**config.mk**
```make
export PLATFORM = sky130hd
export DESIGN_NAME = uit_ctrl
export DESIGN_NICKNAME = d
export VERILOG_FILES = /design/src/uit_pkg.sv /design/src/uit_ctrl.sv
export SDC_FILE = /design/constraint.sdc
export NUM_CORES = 1
export LEC_CHECK = 0
export ABC_CLOCK_PERIOD_IN_PS = 1700
export BUFFER_PORTS_ARGS = -buffer_cell sky130_fd_sc_hd__clkbuf_2
export CORE_MARGIN = 10
export CORE_UTILIZATION = 49
export CTS_BUF_LIST = sky130_fd_sc_hd__clkbuf_4 sky130_fd_sc_hd__clkbuf_8 sky130_fd_sc_hd__clkbuf_16
export DETAILED_ROUTE_END_ITERATION = 7
export PLACE_DENSITY = 0.76
export RECOVER_POWER = 25
export SKIP_CTS_REPAIR_TIMING = 1
export SLEW_MARGIN = 20
export SYNTH_ARGS = -nofsm -noshare
export SYNTH_HDL_FRONTEND = slang
export SYNTH_SLANG_ARGS = --single-unit
```
**constraint.sdc**
```tcl
create_clock -name i_sys_clk -period 1.7 [get_ports i_sys_clk]
set_input_delay 0.34 -clock i_sys_clk [delete_from_list [all_inputs] [get_ports i_sys_clk]]
set_output_delay 0.34 -clock i_sys_clk [all_outputs]
set_load 0.05 [all_outputs]
```
**src/uit_pkg.sv**
```systemverilog
/*
 * Constants for the guard-time, receive time-out and infrared control block.
 * Assumes a 32-bit Avalon-MM register bus with byte addresses.
 */
package uit_pkg;
    // Register byte offsets
    localparam logic [7:0] OFF_TIMING    = 8'h14; // timing_parameters
    localparam logic [7:0] OFF_INFRARED  = 8'h18; // infrared_control
    localparam logic [7:0] OFF_STATUS    = 8'h40; // status, flag is write-1-clear
    localparam logic [7:0] OFF_IRQ_EN    = 8'h44; // interrupt_enable_register
    // Reset values
    localparam logic [31:0] RST_TIMING   = 32'h0000_0000;
    localparam logic [31:0] RST_INFRARED = 32'h0000_0000;
    localparam logic [31:0] RST_IRQ_EN   = 32'h0000_0000;
    // timing_parameters fields
    localparam int TG_LSB    = 8;  // guard_time_value [15:8]
    localparam int TO_EN_BIT = 7;  // receive_timeout_enable
    localparam int TO_LSB    = 0;  // receive_timeout_compare [6:0]
    // infrared_control fields
    localparam int PSC_LSB   = 8;  // debounce_prescaler [15:8]
    localparam int RECEIVE_INVERT_BIT = 5;  // receive_invert
    localparam int TRANSMIT_INVERT_BIT = 4;  // transmit_invert
    localparam int LB_BIT    = 3;  // loopback_select
    localparam int DIR_BIT   = 2;  // infrared_direction
    localparam int LP_BIT    = 1;  // infrared_low_power
    localparam int IREN_BIT  = 0;  // infrared_mode_enable
    // Status and enable fields
    localparam int FLAG_BIT  = 0;  // receive_timeout_flag
    localparam int BUSY_BIT  = 1;  // guard window still open
    localparam int ARMED_BIT = 2;  // time-out counter running
    localparam int TOIE_BIT  = 0;  // receive_timeout_irq_enable
    // Counter reset values
    localparam logic [7:0] RST_GUARD_CNT = 8'h00;
    localparam logic [6:0] RST_TO_CNT    = 7'h00;
    localparam logic [7:0] RST_DB_CNT    = 8'h00;
endpackage

```
**src/uit_ctrl.sv**
```systemverilog
/*
 * Guard-time counter, receive time-out counter with flag and interrupt,
 * and infrared front end (debounce, inversion, loopback, direction).
 * Assumes the baud tick, word events and serial bits come from logic on
 * i_sys_clk; only the line input is asynchronous.
 */
// Register access over Avalon-MM is done here, with one wait cycle.
`timescale 1ns/1ns

// How it works
// - Guard counter restarts on each sent word
// - Next word waits until counter equals guard
// - Time-out counter runs only when enabled
// - Time-out counts ticks, restarts on received data
// - Counter match raises interrupt if enabled
// - Received word or drained queue clears counter
// - Debounce counts down, prescaler divides clock
// - Pulses shorter than prescale period are dropped
// - Receive invert flips incoming line
// - Transmit invert flips outgoing line
// - Loopback feeds transmit back into receive
// - Direction picks infrared receiver or transmitter
// - Low-power bit selects infrared low power
// - Enable bit switches infrared front end in
// - Time-out flag set by hardware, write-1-clear
module uit_ctrl (
    // Clock and reset
    input  wire logic        i_sys_clk,
    input  wire logic        i_sys_rst,
    // Avalon-MM slave
    input  wire logic [7:0]  i_avs_address,
    input  wire logic        i_avs_read,
    input  wire logic        i_avs_write,
    input  wire logic [31:0] i_avs_writedata,
    output logic      [31:0] o_avs_readdata,
    output logic             o_avs_waitrequest,
    // Port core events
    input  wire logic        i_baud_tick,
    input  wire logic        i_tx_word_sent,
    input  wire logic        i_rx_word_pushed,
    input  wire logic        i_rx_fifo_read,
    input  wire logic        i_rx_fifo_empty,
    output logic             o_tx_allow,
    output logic             o_rx_timeout_irq,
    // Serial bits to and from the port core
    input  wire logic        i_tx_data,
    output logic             o_rx_data,
    // Line and transceiver
    input  wire logic        i_line_rx,
    output logic             o_line_tx,
    output logic             o_ir_rx_enable,
    output logic             o_ir_tx_enable,
    output logic             o_ir_low_power
);
    // All state of the block
    typedef struct packed {
        logic [31:0] rdata;
        logic        wait_n;    // Low marks the answering cycle
        logic [15:0] timing;
        logic [15:0] infra;
        logic        toie;
        logic [7:0]  g_cnt;
        logic        g_busy;
        logic        tx_allow;
        logic [6:0]  t_cnt;
        logic        t_armed;
        logic        flag;
        logic        irq;
        logic [2:0]  sync;      // Line synchroniser, [0] first
        logic        filt;      // Value once stages two and three agree
        logic        deb;       // Debounced receive level
        logic [7:0]  db_cnt;
        logic        rx_out;
        logic        tx_out;
        logic        ir_rx_en;  // Transceiver receive enable
        logic        ir_tx_en;  // Transceiver transmit enable
    } uit_state_s;

    uit_state_s r;       // Registered state
    uit_state_s next_r;  // Next state

    // Field views
    logic [7:0] tg;
    logic       to_en;
    logic [6:0] to_cmp;
    logic [7:0] psc;
    logic       acc;
    logic       wr_stat;

    assign tg     = r.timing[uit_pkg::TG_LSB +: 8];
    assign to_en  = r.timing[uit_pkg::TO_EN_BIT];
    assign to_cmp = r.timing[uit_pkg::TO_LSB +: 7];
    assign psc    = r.infra[uit_pkg::PSC_LSB +: 8];
    assign acc    = (i_avs_read || i_avs_write) && !r.wait_n;
    assign wr_stat = acc && i_avs_write && i_avs_address == uit_pkg::OFF_STATUS;

    // Register read mux, unmapped addresses read zero
    function automatic logic [31:0] rd_mux(input logic [7:0] a, input uit_state_s s);
        logic [31:0] v;
        v = 32'h0000_0000;
        unique case (a)
            uit_pkg::OFF_TIMING:   v[15:0] = s.timing;
            uit_pkg::OFF_INFRARED: v[15:0] = s.infra & 16'hff3f;
            uit_pkg::OFF_STATUS: begin
                v[uit_pkg::FLAG_BIT]  = s.flag;
                v[uit_pkg::BUSY_BIT]  = s.g_busy;
                v[uit_pkg::ARMED_BIT] = s.t_armed;
            end
            uit_pkg::OFF_IRQ_EN:   v[uit_pkg::TOIE_BIT] = s.toie;
            default:               v = 32'h0000_0000;
        endcase
        return v;
    endfunction

    // Next-state logic
    always_comb begin
        logic rx_src;
        logic tx_src;
        rx_src = 1'b1;
        tx_src = 1'b1;
        next_r = r;

        // Bus: one wait cycle, answer in the second. The extra cycle
        // lets readdata leave a flop instead of a wide mux on the pins
        next_r.wait_n = !((i_avs_read || i_avs_write) && r.wait_n);
        if ((i_avs_read || i_avs_write) && r.wait_n) begin
            next_r.rdata = rd_mux(i_avs_address, r);
        end
        if (acc && i_avs_write) begin
            unique case (i_avs_address)
                uit_pkg::OFF_TIMING:   next_r.timing = i_avs_writedata[15:0];
                uit_pkg::OFF_INFRARED: next_r.infra  = i_avs_writedata[15:0] & 16'hff3f;
                uit_pkg::OFF_IRQ_EN:   next_r.toie   = i_avs_writedata[uit_pkg::TOIE_BIT];
                default: ;
            endcase
        end

        // Guard window: closes when count reaches guard value
        if (i_tx_word_sent) begin
            next_r.g_cnt  = uit_pkg::RST_GUARD_CNT;
            next_r.g_busy = 1'b1;
        end else if (r.g_busy) begin
            if (r.g_cnt == tg) begin
                next_r.g_busy = 1'b0;
            end else if (i_baud_tick) begin
                next_r.g_cnt = r.g_cnt + 8'h01;
            end
        end
        next_r.tx_allow = !next_r.g_busy;

        // Receive time-out counter; stops at the match so that one idle
        // spell gives a single event, not a stream of them
        if (!to_en) begin
            next_r.t_cnt   = uit_pkg::RST_TO_CNT;
            next_r.t_armed = 1'b0;
        end else if (i_rx_word_pushed) begin
            next_r.t_cnt   = uit_pkg::RST_TO_CNT;
            next_r.t_armed = 1'b1;
        end else if (i_rx_fifo_read && i_rx_fifo_empty) begin
            next_r.t_cnt   = uit_pkg::RST_TO_CNT;
            next_r.t_armed = 1'b0;
        end else if (r.t_armed) begin
            if (r.t_cnt == to_cmp) begin
                next_r.t_armed = 1'b0; // One event per idle spell
            end else if (i_baud_tick) begin
                next_r.t_cnt = r.t_cnt + 7'h01;
            end
        end

        // Flag: a set in the clearing cycle wins
        if (wr_stat && i_avs_writedata[uit_pkg::FLAG_BIT]) begin
            next_r.flag = 1'b0;
        end
        if (to_en && r.t_armed && r.t_cnt == to_cmp && !i_rx_word_pushed
            && !(i_rx_fifo_read && i_rx_fifo_empty)) begin
            next_r.flag = 1'b1;
        end
        next_r.irq = next_r.flag && next_r.toie;

        // Line synchroniser; change counts when stages agree
        next_r.sync = {r.sync[1:0], i_line_rx};
        if (r.sync[1] == r.sync[2]) begin
            next_r.filt = r.sync[2] ^ r.infra[uit_pkg::RECEIVE_INVERT_BIT];
        end

        // Debounce: level must hold a full prescale period
        // A zero prescaler wraps to 256 cycles, so it never lets glitches through
        if (r.filt == r.deb) begin
            next_r.db_cnt = 8'(psc - 8'h01);
        end else if (r.db_cnt == uit_pkg::RST_DB_CNT) begin
            next_r.deb    = r.filt;
            next_r.db_cnt = 8'(psc - 8'h01);
        end else begin
            next_r.db_cnt = r.db_cnt - 8'h01;
        end

        // Receive source: loopback, infrared or plain line
        if (r.infra[uit_pkg::LB_BIT]) begin
            rx_src = i_tx_data;
        end else if (r.infra[uit_pkg::IREN_BIT]) begin
            rx_src = r.infra[uit_pkg::DIR_BIT] ? 1'b1 : r.deb;
        end else begin
            rx_src = r.filt;
        end
        next_r.rx_out = rx_src;

        // Transmit: idle high while infrared receives
        if (r.infra[uit_pkg::IREN_BIT] && !r.infra[uit_pkg::DIR_BIT]) begin
            tx_src = 1'b1;
        end else begin
            tx_src = i_tx_data;
        end
        next_r.tx_out = tx_src ^ r.infra[uit_pkg::TRANSMIT_INVERT_BIT];

        // Transceiver enables taken from the next control value, so they
        // move on the same edge as the register write and leave a flop
        next_r.ir_rx_en = next_r.infra[uit_pkg::IREN_BIT]
                          & ~next_r.infra[uit_pkg::DIR_BIT];
        next_r.ir_tx_en = next_r.infra[uit_pkg::IREN_BIT]
                          & next_r.infra[uit_pkg::DIR_BIT];
    end

    // State register, synchronous reset
    always_ff @(posedge i_sys_clk) begin
        if (i_sys_rst) begin
            r          <= '0;
            r.wait_n   <= 1'b1;
            r.timing   <= uit_pkg::RST_TIMING[15:0];
            r.infra    <= uit_pkg::RST_INFRARED[15:0];
            r.toie     <= uit_pkg::RST_IRQ_EN[uit_pkg::TOIE_BIT];
            r.tx_allow <= 1'b1;
            r.sync     <= 3'h7;
            r.filt     <= 1'b1;
            r.deb      <= 1'b1;
            r.rx_out   <= 1'b1;
            r.tx_out   <= 1'b1;
        end else begin
            r <= next_r;
        end
    end

    // Outputs straight from flops
    assign o_avs_readdata    = r.rdata;
    assign o_avs_waitrequest = r.wait_n;
    assign o_tx_allow        = r.tx_allow;
    assign o_rx_timeout_irq  = r.irq;
    assign o_rx_data         = r.rx_out;
    assign o_line_tx         = r.tx_out;
    // Direction and power straight from control flops
    assign o_ir_rx_enable    = r.ir_rx_en;
    assign o_ir_tx_enable    = r.ir_tx_en;
    assign o_ir_low_power    = r.infra[uit_pkg::LP_BIT];
endmodule

```
======== Yosys cells after proc, flatten, opt, wreduce, memory -nomap -nowiden ========
Cells that the tools add are included.
cells by class
  add/sub/neg operators ................... 4
  equal/unequal tests ..................... 8
  multiplexer cells ....................... 21
  bitwise logic cells ..................... 9
  reductions and logical operators ........ 28
operators with widths
  operator                                          number
  one-hot mux 13 bit (2 select lines)               1
  == test 8 x 5 -> 1 bit, second input constant     2
  == test 8 x 7 -> 1 bit, second input constant     2
  two-way mux 8 bit                                 2
  subtractor 8 x 1 -> 8 bit, second input constant  2
  two-way mux 1 bit                                 14
  logical AND 1 bit                                 12
  adder 8 x 1 -> 8 bit, second input constant       1
  == test 8 bit                                     1
  zero test 8 bit                                   1
  adder 7 x 1 -> 7 bit, second input constant       1
  == test 7 bit                                     1
  zero test 1 bit                                   6
  one-hot mux 2 bit (3 select lines)                1
  AND reduction 2 bit                               3
  AND reduction 3 bit                               2
  inverter 1 bit                                    5
  two-way mux 4 bit                                 1
  one-hot mux 1 bit (4 select lines)                1
  OR reduction 2 bit                                2
  OR reduction 4 bit                                1
  two-way mux 3 bit                                 1
  AND 1 bit                                         2
  == test 1 bit                                     2
  2 further kinds                                   3
storage, ports and cells
  register bits ........................... 85
  input port bits ......................... 51
  output and inout port bits .............. 40
  word-level logic and storage cells ...... 91

======== Depth between registers and ports, before layout ========
Gate-level depths: netlist (run 1).
  word-level depth ........................ 8
  mapped depth ............................ 7
  depth with buffers taken out ............ 7

======== Worst setup path before layout (run 1) ========
OpenSTA, ideal clock, no wires.
  kind .................................... register to register
  from .................................... register r[25] (netlist bit)
  to ...................................... register r[23] (netlist bit)
  library setup time ...................... 0.121 ns
  data arrival time ....................... 1.575 ns
  required time ........................... 1.579 ns
  slack ................................... 0.004 ns
  cell stages (with the launch flop) ...... 6
  buffers on the path ..................... 0
  clock period less this slack ............ 1.696 ns
  path through ............................ dfxtp_1 xor2_1 nor4_2 a21oi_1 nand4_1 mux2_2
on the way
  cells in the longest elaborated chain, start to end .. 3
ends and longest elaborated chain
  element                        line             text
  from (decl)                    uit_ctrl.sv:79   uit_state_s r;
  from (signal assigned)         uit_ctrl.sv:238  r <= next_r;
  == test 7 bit                  uit_ctrl.sv:163  if (r.t_cnt == to_cmp) begin
  inverter 1 bit (no line)       -
  AND reduction 3 bit (no line)  -
Every way passes these cells.
A chain may end at the register's enable or synchronous reset.

======== Worst setup path after layout (run 1) ========
  from .................................... register r[29] (netlist bit)
  to ...................................... register r[35] (netlist bit)
on the way
  cells in the longest elaborated chain, start to end .. 3
  elaborated cells on any way between the ends .. 4
  classes of those cells .................. add/sub (1); eq/ne (1); bitwise (1); reduce/logical (1)
ends and longest elaborated chain
  element
  parallel branches: the longest is 3 deep, another holds adder 8 x 1 -> 8 bit
Parallel ways; which one is timed is not known.

==> impl_summary.txt, run 1 <==
----------------------------------------------------
[Outcome]
  Result of the run ... finished, final reports clean

[Setup path]
  CP required ... 1.98 ns
  Kind of start point of the critical path ... register
  Critical Setup Path Class ... register to register
  Register-to-Register Setup Slack ... 0.06 ns
  Type of destination of the critical path ... register
  Critical path peak fanout ... 6
  Worst Path Arrival ... 1.92 ns

[Synth]
  Mapped Area ... 4175 sq um
  Cell count after synthesis ... 480
  Number of flops mapped to enable cells by yosys ... 0
  Synth top area share ... 40.76%
  Count of state elements after synthesis ... 85
  Asr flop ratio synth ... 0%
  Most frequently used cell type in the post-synthesis netlist ... sky130_fd_sc_hd__dfxtp_1
  Most numerous cell types in the synthesized netlist ... sky130_fd_sc_hd__dfxtp_1, sky130_fd_sc_hd__nor2_1, sky130_fd_sc_hd__nand2_1
  Number of warnings printed during yosys synthesis ... 0
  Most used DFF post-synth ... sky130_fd_sc_hd__dfxtp_1
  Syn Area/Cell ... 8.698 sq um
  Top cells by area in the synthesized netlist ... sky130_fd_sc_hd__dfxtp_1, sky130_fd_sc_hd__buf_4, sky130_fd_sc_hd__nor2_1
  Seq/Total Area, Yosys ... 40.76%
  Distinct cell type count of the synthesized netlist ... 51
  Post-synthesis cell type with the largest combined area ... sky130_fd_sc_hd__dfxtp_1

[Floorplan]
  Floorplan core area ... 8258 sq um
  Initial standard-cell utilization of the core ... 50.56%
  Die height ... 112.3 um
  Core Rows ... 33
  I/O pin total ... 91
  Chip width ... 112.3 um
  Die area ... 12610 sq um

[Drt]
  Number of optimization iterations in the first detailed-route pass ... 4
  Number of routed nets with antenna violations ... 0
  Wirelength, routed ... 10140 um
  Drt first-iter violations ... 222
  Per-cell via count in the routed design ... 5.383
  Post-detailed-route DRC marker count ... 0
  Drt wl/cell ... 15.53 um
  Total via count after detailed routing ... 3515

[Finish]
  FILL cells ... 728
  Net total in the final layout ... 599
  Ratio of cells with drive above 1 in the final layout ... 22.99%
  Antenna cell count ... 0
  Synth-to-layout area growth ... 15.43%

[STA]
  Minimum hold slack ... 0.1618 ns
  Endpoints failing hold ... 0
  Final Worst Setup Slack ... 0.06065 ns
  Setup violations, final ... 0
  Pin slew with the least headroom to its limit ... 0.6443 ns
  Shortest clock period the worst path allows after layout ... 1.639 ns
  Fmax achieved ... 610.0 MHz
  Remaining max-slew budget at the tightest pin ... 57.05%
  Final Max Tran Viols ... 0
  Period Utilization, post-route ... 96.43%
  Worst Skew ... 0.008843 ns
  Setup repair after global routing missed its margin ... yes

[Power and ir drop]
  Worst IR drop on VDD ... 0.4083 mV
  Reported leakage power ... 2.073 nW
  Pwr per Cell Area ... 783.7 nW/um^2

[CTS]
  TritonCTS clock tree ... yes
  CTS max path bufs ... 2
  Source-to-sink clock delay at the later pin of the worst-skew pair ... 0.36 ns
  Total number of clock tree sinks ... 85
  Clock input transition at the sequential cells of the worst setup and hold paths ... 0.08 ns
  Number of levels in the clock H-tree ... 3
  Total clock buffers created by CTS ... 9
  Clock root buffer ... sky130_fd_sc_hd__clkbuf_8

[Place]
  Placed wire-length estimate after detailed placement ... 7617 um
  Quantity of I/O buffers inserted on ports ... 58
  DP Worst Slack ... -0.1133 ns
  Final GP Congestion ... 0.8489

[Global route]
  Global-route wire length before repair ... 16990 um
  Via count of the first global-routing pass ... 3542
  Largest net degree at the start of global routing ... 57
  Global route total overflow ... 0
  Initial antenna violation count ... 0
  Total routing resource utilization after global routing ... 16.00%

[Job]
  # Max-Cap Violations ... 0

[Min path]
  Hold Path Class ... input pin to register

----------------------------------------------------
-- layout make-up --
cell class,instances,area [sq um],share of cell area [%]
clock buffer,11,145.1,3.011
clock inverter,5,50.05,1.038
inverter,7,26.28,0.5452
multi-input combinational,351,2226,46.18
sequential,85,1714,35.57
tap,105,131.4,2.726
timing repair buffer,89,526.8,10.93
-- flip-flops by register name (all words and copies together) (netlist names) --
signal / flops
r: 51
o_ir_tx_enable: 1
o_rx_timeout_irq: 1
psc: 8
o_rx_data: 1
next_r: 2
o_ir_rx_enable: 1
o_avs_waitrequest: 1
o_tx_allow: 1
o_ir_low_power: 1
o_avs_readdata: 16
o_line_tx: 1
-- where the power goes --
part           leakage, nW  switching, mW  internal [mW]
sequential           0.694         0.0168           2.01
combinational         1.27          0.226         0.0904
clock                0.106          0.710          0.726
-- path summary, 6_finish.rpt --
path / startpoint / end / cells after the start
setup / recovery: r[29] / r[35] / 5
hold reg to reg: next_r[15] / next_r[16] / 1
setup reg to reg: r[29] / r[35] / 5
hold / removal: i_line_rx / next_r[15] / 2
-- routing by layer --
layer	GRT usage, %	vias to the layer above	part of all wire [%]
li1	-	1737	-
met1	18.95	1676	43
met2	26.88	90	48
met3	5.005	12	7.2
met4	5.161	0	1.3
met5	0	-	0
-- through the flow --
stage	instances	total power [mW]	setup TNS, ns	instance area (sq um)	utilization [%]
after CTS	653	3.805	0	4780	57.88
after floorplan	495	2.305	0	4232	-
final	653	3.777	0	4820	58.36
after global routing	653	3.923	-0.1482	4820	58.36
after global placement	637	2.390	-0.09180	4584	55.52
after detailed placement	637	2.399	-0.4340	4584	55.52
-- worst max-delay path, cell delays in order (launching register included) --
cell and delay [ns]:
sky130_fd_sc_hd__dfxtp_1 0.46, sky130_fd_sc_hd__xor2_2 0.23, sky130_fd_sc_hd__nor4_4 0.08, sky130_fd_sc_hd__and2_4 0.18
sky130_fd_sc_hd__or4_1 0.49, sky130_fd_sc_hd__a21oi_1 0.12
-- cells in the final DEF, fill, tap and decap left out, drive strengths merged, types with 14 or more instances in the layout --
cell type / synthesis / final
a21oi: 31 / 31
xnor2: 14 / 14
mux2i: 20 / 20
a22oi: 14 / 14
xor2: 21 / 21
nand2: 58 / 58
dfxtp: 85 / 85
clkbuf: 11 / 73
conb: 1 / 16
buf: 41 / 27
nor2: 63 / 63
-- cell families (layout without fill, tap and decap cells) --
logic type               count (synthesis)  after routing  synth area share, %
AND/OR/NAND/NOR                        187            187                22.45
AO/OA/AOI/OAI                           87             87                14.05
flip-flops                              85             85                40.76
buffers and inverters                   59            112                8.750
XOR/XNOR                                35             35                7.342
multiplexers                            21             21                5.064
adder cells (fa/ha/maj)                  5              5                1.498
other                                    1             16              0.08981
Power figures use the tool's default switching activity.
==> run 2, diff against run 1 <==
Settings changed: ABC_AREA from default to 1, CELL_PAD_IN_SITES_DETAIL_PLACEMENT from default to 0, CELL_PAD_IN_SITES_GLOBAL_PLACEMENT from default to 1, CORE_UTILIZATION 49 to 36, CTS_CLUSTER_SIZE from default to 8.
==> run 2 against run 1 <==
Against the previous run: non-clock buffer count fell by 16; cell count rose by 24%; sequential power rose by 2%; utilization fell by 16 points; largest cell class unchanged; clock skew barely moved; count of clock-buffer cells in the layout fell by 1; largest power group is now clock; fmax rose by 12%; global-route usage fell by 3.7 points; clock power rose by 51%; register-to-register slack improved by 0.19 ns.
==> impl_summary.txt, run 2 <==
----------------------------------------------------
[CTS]
  Total clock buffers created by CTS ... 9 (unchanged)
  Number of levels in the clock H-tree ... 3 (unchanged)
  Clock input transition at the sequential cells of the worst setup and hold paths ... 0.06 ns (-0.02 ns)
  Source-to-sink clock delay at the later pin of the worst-skew pair ... 0.34 ns (-0.02 ns)
  CTS max path bufs ... 2 (unchanged)
  Total number of clock tree sinks ... 85 (unchanged)
  TritonCTS clock tree ... yes
  Clock root buffer ... sky130_fd_sc_hd__clkbuf_16

[Floorplan]
  Floorplan core area ... 12060 sq um (+46%)
  Die height ... 131.4 um (+17%)
  Initial standard-cell utilization of the core ... 37.04% (-14 points)
  I/O pin total ... 91 (unchanged)
  Core Rows ... 40 (+21%)
  Chip width ... 131.4 um (+17%)
  Die area ... 17270 sq um (+37%)

[Setup path]
  Family with the most delay on the worst path ... buffers and inverters
  Worst Path Arrival ... 1.13 ns (-0.79 ns)
  Kind of start point of the critical path ... register
  Critical Setup Path Class ... register to primary output
  Ordered list of cells on the worst path ... clkbuf_1
  Critical path peak fanout ... 1 (-5)
  Type of destination of the critical path ... primary output
  Critical Path Max Stage Delay ... 0.47 ns (-0.02 ns)
  Launching point of the worst reg2reg path ... r[4]
  RR Endpoint ... r[11]
  R2R cell count ... 10 (+5)
  CP required ... 1.36 ns (-0.62 ns)
  Crit-path slowest cell ... sky130_fd_sc_hd__clkbuf_1
  Register-to-Register Setup Slack ... 0.25 ns (+0.19 ns)
  Buffering stage count on the worst path with inverters included ... 1 (+1)

[Place]
  Quantity of I/O buffers inserted on ports ... 58 (unchanged)
  Final GP Congestion ... 0.8459 (-0.35%)
  Placed wire-length estimate after detailed placement ... 8002 um (+5.0%)
  DP Worst Slack ... 0.09384 ns (+0.2072 ns)

[STA]
  Minimum hold slack ... 0.1913 ns (+0.02953 ns)
  Setup violations, final ... 0 (unchanged)
  Final Worst Setup Slack ... 0.2310 ns (+0.1703 ns)
  Period Utilization, post-route ... 86.41% (-10 points)
  Shortest clock period the worst path allows after layout ... 1.469 ns (-0.1703 ns)
  Fmax achieved ... 680.7 MHz (+12%)
  Post-Route Setup TNS ... 0 ns (unchanged)
  Setup repair after global routing missed its margin ... no
  Remaining max-slew budget at the tightest pin ... 59.14% (+2.1 points)
  Final Max Tran Viols ... 0 (unchanged)
  Pin slew with the least headroom to its limit ... 0.6155 ns (-0.02884 ns)
  Endpoints failing hold ... 0 (unchanged)
  Worst Skew ... 0.008457 ns (-0.0003864 ns)

[Global route]
  Global-route wire length before repair ... 18060 um (+6.3%)
  Largest net degree at the start of global routing ... 28 (-51%)
  Global route total overflow ... 0 (unchanged)
  Via count of the first global-routing pass ... 3753 (+6.0%)
  Total routing resource utilization after global routing ... 12.31% (-3.7 points)
  Initial antenna violation count ... 0 (unchanged)

[Synth]
  Mapped Area ... 4468 sq um (+7.0%)
  Multiplexer share of the synthesized area ... 0% (-5.1 points)
  Post-synthesis cell type with the largest combined area ... sky130_fd_sc_hd__dfxtp_1
  Most numerous cell types in the synthesized netlist ... sky130_fd_sc_hd__nand2_1, sky130_fd_sc_hd__dfxtp_1, sky130_fd_sc_hd__a21oi_1, sky130_fd_sc_hd__inv_1, sky130_fd_sc_hd__nand3_1
  Top cells by area in the synthesized netlist ... sky130_fd_sc_hd__dfxtp_1, sky130_fd_sc_hd__nand2_1, sky130_fd_sc_hd__a21oi_1
  Adder-cell share of the synthesized area ... 1.400% (-0.098 points)
  Simple-gate share of the synthesized area ... 24.11% (+1.7 points)
  Syn Area/Cell ... 7.535 sq um (-13%)
  Cell count after synthesis ... 593 (+24%)
  Xor and xnor area share after synthesis ... 3.724% (-3.6 points)
  Number of flops mapped to enable cells by yosys ... 0 (unchanged)
  Distinct cell type count of the synthesized netlist ... 37 (-27%)
  Count of state elements after synthesis ... 85 (unchanged)
  Synth top area share ... 38.08% (-2.7 points)
  Most used DFF post-synth ... sky130_fd_sc_hd__dfxtp_1
  Main combinational cell family by area after synthesis ... simple AND/OR/NAND/NOR gates
  Number of warnings printed during yosys synthesis ... 0 (unchanged)
  Post-synthesis compound-gate area fraction ... 17.50% (+3.4 points)
  Most frequently used cell type in the post-synthesis netlist ... sky130_fd_sc_hd__nand2_1
  Seq/Total Area, Yosys ... 38.08% (-2.7 points)
  Asr flop ratio synth ... 0% (unchanged)

[Power and ir drop]
  Switching pwr ... 1.232 mW (+29%)
  Sequential Power Share ... 43.7% (-9.9 points)
  Internal ... 3.508 mW (+24%)
  Worst IR drop on VDD ... 0.4620 mV (+13%)
  Proportion of power drawn by combinational gates ... 10.5% (+2.1 points)
  Pwr per Cell Area ... 937.1 nW/um^2 (+20%)
  Reported leakage power ... 2.180 nW (+5.2%)
  Fraction of power spent switching nets ... 25.99% (+0.78 points)
  Portion of total power attributed to the clock network ... 45.8% (+7.8 points)

[Finish]
  Commonest cells after routing, fill and taps aside ... sky130_fd_sc_hd__nand2_1, sky130_fd_sc_hd__dfxtp_1, sky130_fd_sc_hd__inv_1, sky130_fd_sc_hd__a21oi_1, sky130_fd_sc_hd__clkbuf_2
  Number of flip-flops in the largest register ... 51 (unchanged)
  Register name with the most flops ... r
  Antenna cell count ... 0 (unchanged)
  Leading cell type in the layout, fill and taps excluded ... sky130_fd_sc_hd__nand2_1
  Synth-to-layout area growth ... 13.22%
  Ratio of cells with drive above 1 in the final layout ... 21.56% (-1.4 points)
  Net total in the final layout ... 691 (+15%)

[Drt]
  Post-detailed-route DRC marker count ... 0 (unchanged)
  Total via count after detailed routing ... 3732 (+6.2%)
  Drt wl/cell ... 13.01 um (-16%)
  Per-cell via count in the routed design ... 4.619 (-14%)
  Drt first-iter violations ... 188 (-15%)
  Number of routed nets with antenna violations ... 0 (unchanged)
  Number of optimization iterations in the first detailed-route pass ... 4 (unchanged)
  Wirelength, routed ... 10510 um (+3.7%)

[Min path]
  Cell depth of the worst min-delay path ... 2 (unchanged)
  Hold Crit Start ... i_line_rx
  Worst Hold Path EP ... next_r[15]
  Hold Path Class ... input pin to register

[Job]
  # Max-Cap Violations ... 0 (unchanged)

[Outcome]
  Result of the run ... finished, final reports clean

----------------------------------------------------
run 2: cell count changes in the layout (fill, tap and decap cells not counted), sizes merged, moves of 19 or more:
cell	before	now
nand2	58	128
inv	7	74
nor2	63	28
o21ai	6	38
a21oi	31	59
nand3	11	38
o211ai	1	23
mux2i	20	0
nand4	3	22
run 2: cells by family after synthesis:
logic type,count (synthesis)
fa+ha+maj,5
flops,85
xor+xnor,19
simple gates,229
buf+inv,130
other cells,1
compound gates,124
run 2: worst max-delay path by stage:
stage | startpoint | to | slack, ns | cells past startpoint
after floorplan | o_avs_waitrequest | o_avs_readdata[11] | 0.09 | 6
after global placement | i_avs_address[7] | psc[1] | 0.15 | 10
after detailed placement | i_avs_address[7] | psc[7] | 0.09 | 10
after CTS | r[4] | r[11] | 0.25 | 10
after global routing | r[33] | r[30] | 0.04 | 8
final | o_ir_rx_enable | o_ir_rx_enable | 0.23 | 1
run 2: area by class of cell:
class / count / area (sq um)
Clock inverter: 6 / 92.59
Inverter: 73 / 275.3
Clock buffer: 10 / 239.0
Multi-Input combinational cell: 393 / 2138
Tap cell: 168 / 210.2
Sequential cell: 85 / 1702
Fill cell: 1263 / 7003
Timing Repair Buffer: 73 / 401.6
run 2: per-stage QoR:
step	instances	total power, mW	util (%)	cell area (sq um)
final	808	4.740	41.94	5059
after global routing	808	4.928	41.94	5059
after CTS	808	4.789	42.14	5082
after detailed placement	792	2.621	39.39	4751
after global placement	792	2.615	39.39	4751
after floorplan	608	2.536	-	4524
run 2: layer usage:
| metal | GRT usage [%] | share of wire, % | vias up |
|---|---|---|---|
| li1 | - | - | 1986 |
| met1 | 16.09 | 49 | 1676 |
| met2 | 19.57 | 46 | 59 |
| met3 | 2.973 | 4.3 | 11 |
| met4 | 3.708 | 1.3 | 0 |
| met5 | 0 | 0 | - |
run 2: power by group through the flow:
stage | Sequential [mW] | Clock (mW) | Combinational, mW
floorplan | 2.12 | 0 | 0.413
global placement | 2.11 | 0 | 0.502
detailed placement | 2.12 | 0 | 0.506
CTS | 2.07 | 2.21 | 0.508
global route | 2.07 | 2.31 | 0.545
finish | 2.07 | 2.17 | 0.499
